### config.mk
export PLATFORM = sky130hd
export DESIGN_NAME = mmd_top
export DESIGN_NICKNAME = d
export VERILOG_FILES = /design/src/mmd_pkg.sv /design/src/mmd_top.sv
export SDC_FILE = /design/constraint.sdc
export NUM_CORES = 1
export LEC_CHECK = 0
export BUFFER_PORTS_ARGS = -buffer_cell sky130_fd_sc_hd__buf_2
export CORE_AREA = 2 2 128 130
export DETAILED_ROUTE_END_ITERATION = 16
export DIE_AREA = 0 0 130 132
export HOLD_SLACK_MARGIN = 0.15
export PLACE_DENSITY = 0.65
export RECOVER_POWER = 25
export SYNTH_ARGS = -nofsm -noshare
export SYNTH_HDL_FRONTEND = slang
export SYNTH_SLANG_ARGS = --single-unit
### constraint.sdc
create_clock -name i_clk_sys -period 2.7 [get_ports i_clk_sys]
set_clock_uncertainty 0.15 [all_clocks]
set_input_delay 0.81 -clock i_clk_sys [delete_from_list [all_inputs] [get_ports i_clk_sys]]
set_output_delay 0.81 -clock i_clk_sys [all_outputs]
set_load 0.02 [all_outputs]
### src/mmd_pkg.sv
// Constants for the memory map decode and paging block.
// Assumes a 16-bit core address bus and an 8-bit register port.
package mmd_pkg;
    // Register port
    localparam int MMD_RA_W = 8;
    localparam logic [7:0] MMD_OFS_FLASH_SIZE_INFO = 8'h00;
    localparam logic [7:0] MMD_OFS_PROGRAM_PAGE_INDEX = 8'h01;
    // Flash size info fields
    localparam int MMD_ALLOC_LSB = 6;
    localparam int MMD_SPLIT_LSB = 0;
    // Page index
    localparam int MMD_PIX_W = 6;
    localparam logic [5:0] MMD_PIX_RST_LOW = 6'h00;
    localparam logic [5:0] MMD_PIX_RST_HIGH = 6'h3C;
    // Flash allocation codes
    localparam logic [1:0] MMD_ALLOC_NONE = 2'h0;
    localparam logic [1:0] MMD_ALLOC_16K = 2'h1;
    localparam logic [1:0] MMD_ALLOC_48K = 2'h2;
    localparam logic [1:0] MMD_ALLOC_64K = 2'h3;
    // Lowest internal page per split code
    localparam logic [5:0] MMD_SPLIT0_FIRST = 6'h38;
    localparam logic [5:0] MMD_SPLIT1_FIRST = 6'h30;
    localparam logic [5:0] MMD_SPLIT2_FIRST = 6'h20;
    localparam logic [5:0] MMD_SPLIT3_FIRST = 6'h00;
    // 16K block index, address bits 15:14
    localparam logic [1:0] MMD_BLK_LOW = 2'h0;
    localparam logic [1:0] MMD_BLK_MID = 2'h1;
    localparam logic [1:0] MMD_BLK_WINDOW = 2'h2;
    localparam logic [1:0] MMD_BLK_TOP = 2'h3;
    // Register space: 1K block, port offsets within it
    localparam int MMD_REG_BLK_LSB = 10;
    localparam logic [9:0] MMD_BUS_EXP_CNT = 10'h010;
    localparam logic [9:0] MMD_OFS_PORTA = 10'h000;
    localparam logic [9:0] MMD_OFS_PORTB = 10'h001;
    localparam logic [9:0] MMD_OFS_DIRA = 10'h002;
    localparam logic [9:0] MMD_OFS_DIRB = 10'h003;
    localparam logic [9:0] MMD_OFS_PORTE = 10'h008;
    localparam logic [9:0] MMD_OFS_DIRE = 10'h009;
    localparam logic [9:0] MMD_OFS_PORTK = 10'h032;
    localparam logic [9:0] MMD_OFS_DIRK = 10'h033;
    // One select per access, one-hot
    typedef enum logic [5:0] {
        MMD_SEL_NONE = 6'b000000,
        MMD_SEL_DBG = 6'b000001,
        MMD_SEL_REG = 6'b000010,
        MMD_SEL_RAM = 6'b000100,
        MMD_SEL_EE = 6'b001000,
        MMD_SEL_FLASH = 6'b010000,
        MMD_SEL_EXT = 6'b100000
    } mmd_sel_type;
endpackage

### src/mmd_top.sv
// Memory map decode, bus steering and program paging for a 16-bit core.
// Assumes static integration straps and a CPU that holds address for one cycle.
// Summary of operation
// - Size info readable anytime, writes ignored
// - Size info mirrors integration switch inputs
// - Allocation code: none,16K,48K,64K
// - Split code: 896K/128K up to 0K/1M
// - Six index bits page 16K window 8000-BFFF
// - Reset 00 any-mode or 3C special-only
// - Bus write to index effective next cycle
// - Far call path writes index directly
// - Mux read buses, steer write data out
// - Byte swap on CPU read data
// - Decode mode and mapping into one select
// - Emulation and external chip selects generated
// - At most one select active
// - Fixed priority debug down to external
// - Paging window below all but external
// - Expanded: unclaimed external, ports A/B removed
// - Expanded with port E enable: E removed
// - Special peripheral: first 16 registers removed
// - Emulation with port K enable: K removed
// - Emulation select only for flash, K enabled
// - External select never for removed ports
// - Window internal when page at or above split threshold
`timescale 1ns/1ps
module mmd_top
    import mmd_pkg::*;
(
    // Clock and reset
    input wire logic i_clk_sys,
    input wire logic i_nrst,
    // Integration straps and modes
    input wire logic [1:0] i_flash_alloc_sel,
    input wire logic [1:0] i_offchip_split_sel,
    input wire logic i_page_reset_high,
    input wire logic i_mode_special,
    input wire logic i_mode_expanded,
    input wire logic i_mode_emulation,
    input wire logic i_mode_periph,
    input wire logic i_port_e_external_en,
    input wire logic i_port_k_external_en,
    input wire logic i_flash_upper_half_only,
    input wire logic i_flash_en,
    // Mapping contents
    input wire logic [15:0] i_reg_base,
    input wire logic i_ram_en,
    input wire logic [15:0] i_ram_base,
    input wire logic [15:0] i_ram_mask,
    input wire logic i_ee_en,
    input wire logic [15:0] i_ee_base,
    input wire logic [15:0] i_ee_mask,
    // Register port
    input wire logic [MMD_RA_W-1:0] i_reg_addr,
    input wire logic [7:0] i_reg_wdata,
    input wire logic i_reg_wr,
    input wire logic i_reg_rd,
    output logic [7:0] o_reg_rdata,
    // Far call and return path
    input wire logic i_far_wr,
    input wire logic [MMD_PIX_W-1:0] i_far_wdata,
    output logic [MMD_PIX_W-1:0] o_far_rdata,
    // CPU side
    input wire logic [15:0] i_cpu_addr,
    input wire logic [15:0] i_cpu_wdata,
    input wire logic i_cpu_wr,
    input wire logic i_cpu_rd,
    input wire logic i_cpu_byte,
    input wire logic i_debug_firmware_space,
    output logic [15:0] o_cpu_rdata,
    // Incoming data buses
    input wire logic [15:0] i_dbg_rdata,
    input wire logic [15:0] i_regs_rdata,
    input wire logic [15:0] i_ram_rdata,
    input wire logic [15:0] i_ee_rdata,
    input wire logic [15:0] i_flash_rdata,
    input wire logic [15:0] i_ext_rdata,
    // Outgoing bus and selects
    output logic [15:0] o_bus_addr,
    output logic [15:0] o_bus_wdata,
    output logic o_bus_wr,
    output logic [MMD_PIX_W-1:0] o_bus_page,
    output logic [5:0] o_sel,
    output logic o_emulation_chip_sel_n,
    output logic o_external_chip_sel_n
);

    logic [MMD_PIX_W-1:0] page_index_bits_reg;
    logic [7:0] flash_size_info;
    logic page_wr_ok;
    logic [MMD_PIX_W-1:0] split_first;
    logic [9:0] reg_ofs;
    logic reg_hit, port_removed, ram_hit, ee_hit, flash_hit, win_internal;
    logic access;
    mmd_sel_type sel_next, sel_reg, rsel_reg;
    logic emul_next, xcs_next;
    logic swap_reg, byte_reg;
    logic [15:0] rmux;

    always_comb begin
        flash_size_info = '0;
        flash_size_info[MMD_ALLOC_LSB +: 2] = i_flash_alloc_sel;
        flash_size_info[MMD_SPLIT_LSB +: 2] = i_offchip_split_sel;
    end

    assign page_wr_ok = !i_page_reset_high || i_mode_special;

    // Far path wins over bus write
    always_ff @(posedge i_clk_sys) begin
        if (!i_nrst) begin
            page_index_bits_reg <= i_page_reset_high ? MMD_PIX_RST_HIGH : MMD_PIX_RST_LOW;
        end else if (i_far_wr) begin
            page_index_bits_reg <= i_far_wdata;
        end else if (i_reg_wr && i_reg_addr == MMD_OFS_PROGRAM_PAGE_INDEX && page_wr_ok) begin
            page_index_bits_reg <= i_reg_wdata[MMD_PIX_W-1:0];
        end
    end

    assign o_far_rdata = page_index_bits_reg;

    // Readable anytime, no write side effect
    always_ff @(posedge i_clk_sys) begin
        if (!i_nrst) begin
            o_reg_rdata <= '0;
        end else if (i_reg_rd) begin
            case (i_reg_addr)
                MMD_OFS_FLASH_SIZE_INFO: o_reg_rdata <= flash_size_info;
                MMD_OFS_PROGRAM_PAGE_INDEX: o_reg_rdata <= {2'h0, page_index_bits_reg};
                default: o_reg_rdata <= '0;
            endcase
        end else begin
            o_reg_rdata <= '0;
        end
    end

    // Split code to first internal page
    always_comb begin
        case (i_offchip_split_sel)
            2'h0: split_first = MMD_SPLIT0_FIRST;
            2'h1: split_first = MMD_SPLIT1_FIRST;
            2'h2: split_first = MMD_SPLIT2_FIRST;
            default: split_first = MMD_SPLIT3_FIRST;
        endcase
    end
    assign win_internal = page_index_bits_reg >= split_first;

    assign access = i_cpu_rd || i_cpu_wr;
    assign reg_ofs = i_cpu_addr[9:0];
    assign reg_hit = i_cpu_addr[15:MMD_REG_BLK_LSB] == i_reg_base[15:MMD_REG_BLK_LSB];
    assign ram_hit = i_ram_en && ((i_cpu_addr & ~i_ram_mask) == (i_ram_base & ~i_ram_mask));
    assign ee_hit = i_ee_en && ((i_cpu_addr & ~i_ee_mask) == (i_ee_base & ~i_ee_mask));

    // Ports A and B removed when expanded
    // Port E removed with its enable when expanded
    // Port K removed with its enable in emulation mode
    always_comb begin
        port_removed = 1'b0;
        if (i_mode_expanded && (reg_ofs == MMD_OFS_PORTA || reg_ofs == MMD_OFS_PORTB
                || reg_ofs == MMD_OFS_DIRA || reg_ofs == MMD_OFS_DIRB)) begin
            port_removed = 1'b1;
        end
        if (i_mode_expanded && i_port_e_external_en
                && (reg_ofs == MMD_OFS_PORTE || reg_ofs == MMD_OFS_DIRE)) begin
            port_removed = 1'b1;
        end
        if (i_mode_periph && i_mode_special && reg_ofs < MMD_BUS_EXP_CNT) begin
            port_removed = 1'b1;
        end
        if (i_mode_emulation && i_port_k_external_en
                && (reg_ofs == MMD_OFS_PORTK || reg_ofs == MMD_OFS_DIRK)) begin
            port_removed = 1'b1;
        end
    end

    // Allocation code sets fixed flash blocks
    always_comb begin
        flash_hit = 1'b0;
        if (i_flash_en && i_flash_alloc_sel != MMD_ALLOC_NONE) begin
            case (i_cpu_addr[15:14])
                MMD_BLK_TOP: flash_hit = 1'b1;
                MMD_BLK_WINDOW: flash_hit = win_internal;
                MMD_BLK_MID: flash_hit = !i_flash_upper_half_only
                    && (i_flash_alloc_sel == MMD_ALLOC_48K || i_flash_alloc_sel == MMD_ALLOC_64K);
                default: flash_hit = !i_flash_upper_half_only
                    && i_flash_alloc_sel == MMD_ALLOC_64K;
            endcase
        end
        if (i_flash_alloc_sel == MMD_ALLOC_16K && i_cpu_addr[15:14] != MMD_BLK_TOP
                && i_cpu_addr[15:14] != MMD_BLK_WINDOW) begin
            flash_hit = 1'b0;
        end
    end

    always_comb begin
        sel_next = MMD_SEL_NONE;
        if (!access) begin
            sel_next = MMD_SEL_NONE;
        end else if (i_debug_firmware_space) begin
            sel_next = MMD_SEL_DBG;
        end else if (reg_hit) begin
            sel_next = port_removed ? MMD_SEL_EXT : MMD_SEL_REG;
        end else if (ram_hit) begin
            sel_next = MMD_SEL_RAM;
        end else if (ee_hit) begin
            sel_next = MMD_SEL_EE;
        end else if (flash_hit) begin
            sel_next = MMD_SEL_FLASH;
        end else if (i_mode_expanded) begin
            sel_next = MMD_SEL_EXT;
        end
    end

    assign emul_next = sel_next == MMD_SEL_FLASH && i_mode_emulation && i_port_k_external_en;
    assign xcs_next = sel_next == MMD_SEL_EXT && !emul_next && !(reg_hit && port_removed);

    always_ff @(posedge i_clk_sys) begin
        if (!i_nrst) begin
            sel_reg <= MMD_SEL_NONE;
            o_emulation_chip_sel_n <= 1'b1;
            o_external_chip_sel_n <= 1'b1;
        end else begin
            sel_reg <= sel_next;
            o_emulation_chip_sel_n <= !emul_next;
            o_external_chip_sel_n <= !xcs_next;
        end
    end
    assign o_sel = sel_reg;

    // Address and write data steered out
    always_ff @(posedge i_clk_sys) begin
        if (!i_nrst) begin
            o_bus_addr <= '0;
            o_bus_wdata <= '0;
            o_bus_wr <= 1'b0;
            o_bus_page <= '0;
            swap_reg <= 1'b0;
            byte_reg <= 1'b0;
        end else begin
            o_bus_addr <= i_cpu_addr;
            o_bus_wr <= i_cpu_wr;
            o_bus_page <= page_index_bits_reg;
            swap_reg <= i_cpu_byte && !i_cpu_addr[0];
            byte_reg <= i_cpu_byte;
            if (i_cpu_byte) begin
                o_bus_wdata <= {i_cpu_wdata[7:0], i_cpu_wdata[7:0]};
            end else begin
                o_bus_wdata <= i_cpu_wdata;
            end
        end
    end

    always_comb begin
        case (rsel_reg)
            MMD_SEL_DBG: rmux = i_dbg_rdata;
            MMD_SEL_REG: rmux = i_regs_rdata;
            MMD_SEL_RAM: rmux = i_ram_rdata;
            MMD_SEL_EE: rmux = i_ee_rdata;
            MMD_SEL_FLASH: rmux = i_flash_rdata;
            MMD_SEL_EXT: rmux = i_ext_rdata;
            default: rmux = '0;
        endcase
    end

    // Data arrives the cycle after the select
    logic rswap_reg, rbyte_reg;
    always_ff @(posedge i_clk_sys) begin
        if (!i_nrst) begin
            rsel_reg <= MMD_SEL_NONE;
            rswap_reg <= 1'b0;
            rbyte_reg <= 1'b0;
        end else begin
            rsel_reg <= sel_reg;
            rswap_reg <= swap_reg;
            rbyte_reg <= byte_reg;
        end
    end

    always_ff @(posedge i_clk_sys) begin
        if (!i_nrst) begin
            o_cpu_rdata <= '0;
        end else if (rswap_reg) begin
            o_cpu_rdata <= {8'h00, rmux[15:8]};
        end else if (rbyte_reg) begin
            o_cpu_rdata <= {8'h00, rmux[7:0]};
        end else begin
            o_cpu_rdata <= rmux;
        end
    end

    // Checks
    property p_size_ro;
        @(posedge i_clk_sys) disable iff (!i_nrst)
        i_reg_rd && i_reg_addr == MMD_OFS_FLASH_SIZE_INFO |=>
            o_reg_rdata == {$past(i_flash_alloc_sel), 4'h0, $past(i_offchip_split_sel)};
    endproperty
    a_size_ro: assert property (p_size_ro) else $error("size info mismatch");

    property p_page_wr;
        @(posedge i_clk_sys) disable iff (!i_nrst)
        i_reg_wr && i_reg_addr == MMD_OFS_PROGRAM_PAGE_INDEX && !i_far_wr && page_wr_ok
            |=> o_far_rdata == $past(i_reg_wdata[5:0]);
    endproperty
    a_page_wr: assert property (p_page_wr) else $error("page write lost");

    property p_page_lock;
        @(posedge i_clk_sys) disable iff (!i_nrst)
        !i_far_wr && !(i_reg_wr && i_reg_addr == MMD_OFS_PROGRAM_PAGE_INDEX && page_wr_ok)
            |=> $stable(o_far_rdata);
    endproperty
    a_page_lock: assert property (p_page_lock) else $error("page changed");

    property p_far;
        @(posedge i_clk_sys) disable iff (!i_nrst)
        i_far_wr |=> o_far_rdata == $past(i_far_wdata);
    endproperty
    a_far: assert property (p_far) else $error("far write lost");

    property p_onehot;
        @(posedge i_clk_sys) disable iff (!i_nrst)
        $onehot0(o_sel);
    endproperty
    a_onehot: assert property (p_onehot) else $error("two selects");

    property p_dbg_first;
        @(posedge i_clk_sys) disable iff (!i_nrst)
        access && i_debug_firmware_space |=> o_sel == MMD_SEL_DBG;
    endproperty
    a_dbg_first: assert property (p_dbg_first) else $error("debug not first");

    property p_cs_excl;
        @(posedge i_clk_sys) disable iff (!i_nrst)
        !(o_emulation_chip_sel_n == 1'b0 && o_external_chip_sel_n == 1'b0);
    endproperty
    a_cs_excl: assert property (p_cs_excl) else $error("both chip selects");

    property p_ecs;
        @(posedge i_clk_sys) disable iff (!i_nrst)
        !o_emulation_chip_sel_n |-> o_sel == MMD_SEL_FLASH && $past(i_mode_emulation);
    endproperty
    a_ecs: assert property (p_ecs) else $error("emulation select off flash");

    property p_swap;
        @(posedge i_clk_sys) disable iff (!i_nrst)
        i_cpu_rd && i_cpu_byte && !i_cpu_addr[0] |=> ##1 rswap_reg ##1
            o_cpu_rdata == {8'h00, $past(rmux[15:8])};
    endproperty
    a_swap: assert property (p_swap) else $error("swap lane wrong");

    property p_removed;
        @(posedge i_clk_sys) disable iff (!i_nrst)
        access && reg_hit && port_removed && !i_debug_firmware_space
            |=> o_sel == MMD_SEL_EXT && o_external_chip_sel_n;
    endproperty
    a_removed: assert property (p_removed) else $error("removed port decode");

endmodule // mmd_top

==> results.md <==
* Status: finished clean
* Slew margin rel. at 0.541
* Layout area overhead at 51.5%
* DR vias at 4215
* H-tree depth at 3
* Nets@finish at 964
* R2R Path Start: rsel_reg[0]
* Regs by FF count: o_bus_addr: 16 flops, o_bus_wdata: 16 flops, o_cpu_rdata: 16 flops
* GPL Wtd Cong at 0.855
* Pleak at 2.93 nW
* GR Overflow Total at 0
* Core ar. at 0.0157 sq mm
* Post-CTS Hold Fix Bufs at 0
* Clock-pin slew on the worst setup and hold paths at 0.07 ns
* Worst-Margin Slew at 0.688 ns
* Initial antenna violation count at 0
* Deepest clock path buffer count at 2
* Final WL at 14.6 mm
* FF-to-FF End: o_cpu_rdata[0]
* Routed vias/inst at 4.54
* Drt initial violations at 199
* Inserted Clock Buffers at 9
* Worst Path Class, Setup: in -> reg
* Pre-antenna DRT Iters at 5
* Endpoints failing setup at 0
* Largest area contributor in the netlist: dfxtp_1
* #FFs+latches synth at 87
* Share of layout cells above drive strength 1 at 0.478
* CTS tree: done
* Most frequent cells after synthesis: 81 x dfxtp_1, 40 x a22oi_1, 40 x and2_1
* Post-route minimum period at 2.29 ns
* WP data required at 2.78 ns
* Global-route total usage across every layer at 0.159
* PortBufs at 318
* # rows at 46
* Worst-Skew Late Latency at 0.34 ns
* Post-Syn Area per Cell at 9.87 sq um
* CP Capture Point: o_sel[5]
* Antenna Cells at 0
* Yosys top cell area share at 0.409
* Post-synthesis sequential area ratio at 0.454
* HP Class: reg -> reg
* Drt drc at 0
* Critical Path Start: i_offchip_split_sel[0]
* Die area at 0.0172 sq mm
* Clock Sinks at 87
* Crit path launch type: input port
* Unique masters post-synth at 49
* Die Wd at 130 microns
* R2r setup slk at 0.57 ns
* Crit. End Element: flop
* Most numerous cell in the Yosys netlist: dfxtp_1
* Mapped Cells at 402
* Worst EP arrival at 2.37 ns
* Max-cap viol count at 0
* Final period util at 0.847
* Starting Density at 0.253
* Vert. Die Dim at 132 microns
* Setup bufs post-CTS at 0
* Crit-path max FO at 3
* Fin. Hold Viols at 0
* Max-slew violation count at 0
* Setup TNS at 0 ns
* Ys async rst share at 0
* RSZ-0062 raised after global routing: no
* Post-synth EDFFs at 6
* WL/cell at 15.7 microns
* Antenna-violating nets left at 0
* Final HPWL DP at 11.8 mm
* Synth warn at 0
* Syn nets at 659
* VDD IR max at 0.304 mV
* Largest net degree at the start of global routing at 68
* Synth Flop Type: dfxtp_1
* CTS resizes at 0
* Dominant cells by area after synthesis: dfxtp_1 41%, a22oi_1 7.6%, xnor2_1 6.8%
* R2R cell count at 5
* Synth Cell Area at 0.00397 sq mm
* Cell area power density at 533 mW/mm^2
* Dpl ws at 0.0396 ns
* Max frequency at 437 MHz
* Number of top-level pins at 331
* Clock Root Buffer: clkbuf_16
* Final worst slack at 0.414 ns
* Vias in the first global route at 3979
* First-pass GRT wire length at 20.7 mm
==> through the flow <==
stage | util | hold slack (ns) | power, mW | area (sq um) | std cells
after CTS | 0.383 | 0.283 | 3.26 | 6020 | 928
after floorplan | - | 0.262 | 1.68 | 3970 | 402
after global routing | 0.383 | 0.310 | 3.35 | 6010 | 928
after detailed placement | 0.364 | 0.267 | 1.99 | 5720 | 912
after global placement | 0.364 | 0.268 | 1.99 | 5720 | 912
final | 0.383 | 0.283 | 3.20 | 6010 | 928
==> cells by family (layout without fill, tap and decap cells) <==
kind of cell / after synthesis / in the layout / synth area share
buffers and inverters: 33 / 343 / 0.0426
adders and majority gates: 3 / 3 / 0.00946
DFF: 87 / 87 / 0.454
xor gates and xnor gates: 38 / 38 / 0.0858
and+or+nand+nor: 135 / 135 / 0.206
muxes: 16 / 16 / 0.0404
AOI/OAI and AO/OA: 90 / 90 / 0.162
==> placed cells by master (no fill, tap or decap), types with 6 or more instances in the layout <==
cell type and instances:
a221oi_1 8, a22oi_1 40, a31oi_1 10, and2_1 36
and3_1 9, and3b_1 6, buf_2 317, clkbuf_16 10
dfxtp_1 81, edfxtp_1 6, inv_1 6, mux2i_1 16
nand3_1 12, nand4_1 11, nor2_1 23, nor2b_1 11
nor4_1 7, o22ai_1 14, xnor2_1 31, xor2_1 6
==> power breakdown <==
group / total [mW] / internal [mW] / switching (mW)
registers: 1.38 / 1.36 / 0.0252
logic: 0.576 / 0.277 / 0.298
clock network: 1.24 / 0.710 / 0.534
total: 3.20 / 2.35 / 0.857
==> worst max-delay path, cell delays in order <==
cell	delay [ns]
buf_2	0.11
nor2_1	0.05
ha_1	0.25
or4b_1	0.43
a21boi_1	0.16
o21ai_1	0.12
a31o_1	0.24
a41o_1	0.20
==> routing by layer <==
metal  routed length [microns]  vias to the layer above  global-route usage
met1                      5580                     1865               0.170
met5                         0                        -                   0
met3                      1320                       27              0.0353
met4                       479                        0              0.0789
met2                      7230                      240               0.289
li1                          -                     2083                   -
==> layout make-up <==
class                   count  area, sq um
clock buffers              11          264
clock inverters             5         36.3
fillers                  1616         9700
inverters                   6         22.5
multi-input cells         282         2000
flip-flops and latches     87         1800
well taps                 216          270
repair buffers            321         1620
==> worst min path at each step <==
stage                         from   endpoint  slack, ns  cells after the start
final                     swap_reg  rswap_reg       0.28                      1
after global routing      swap_reg  rswap_reg       0.31                      1
after CTS                 swap_reg  rswap_reg       0.28                      1
after detailed placement  swap_reg  rswap_reg       0.27                      1
after global placement    swap_reg  rswap_reg       0.27                      1
after floorplan           byte_reg  rbyte_reg       0.26                      1
(Power assumes the default switching activity.)
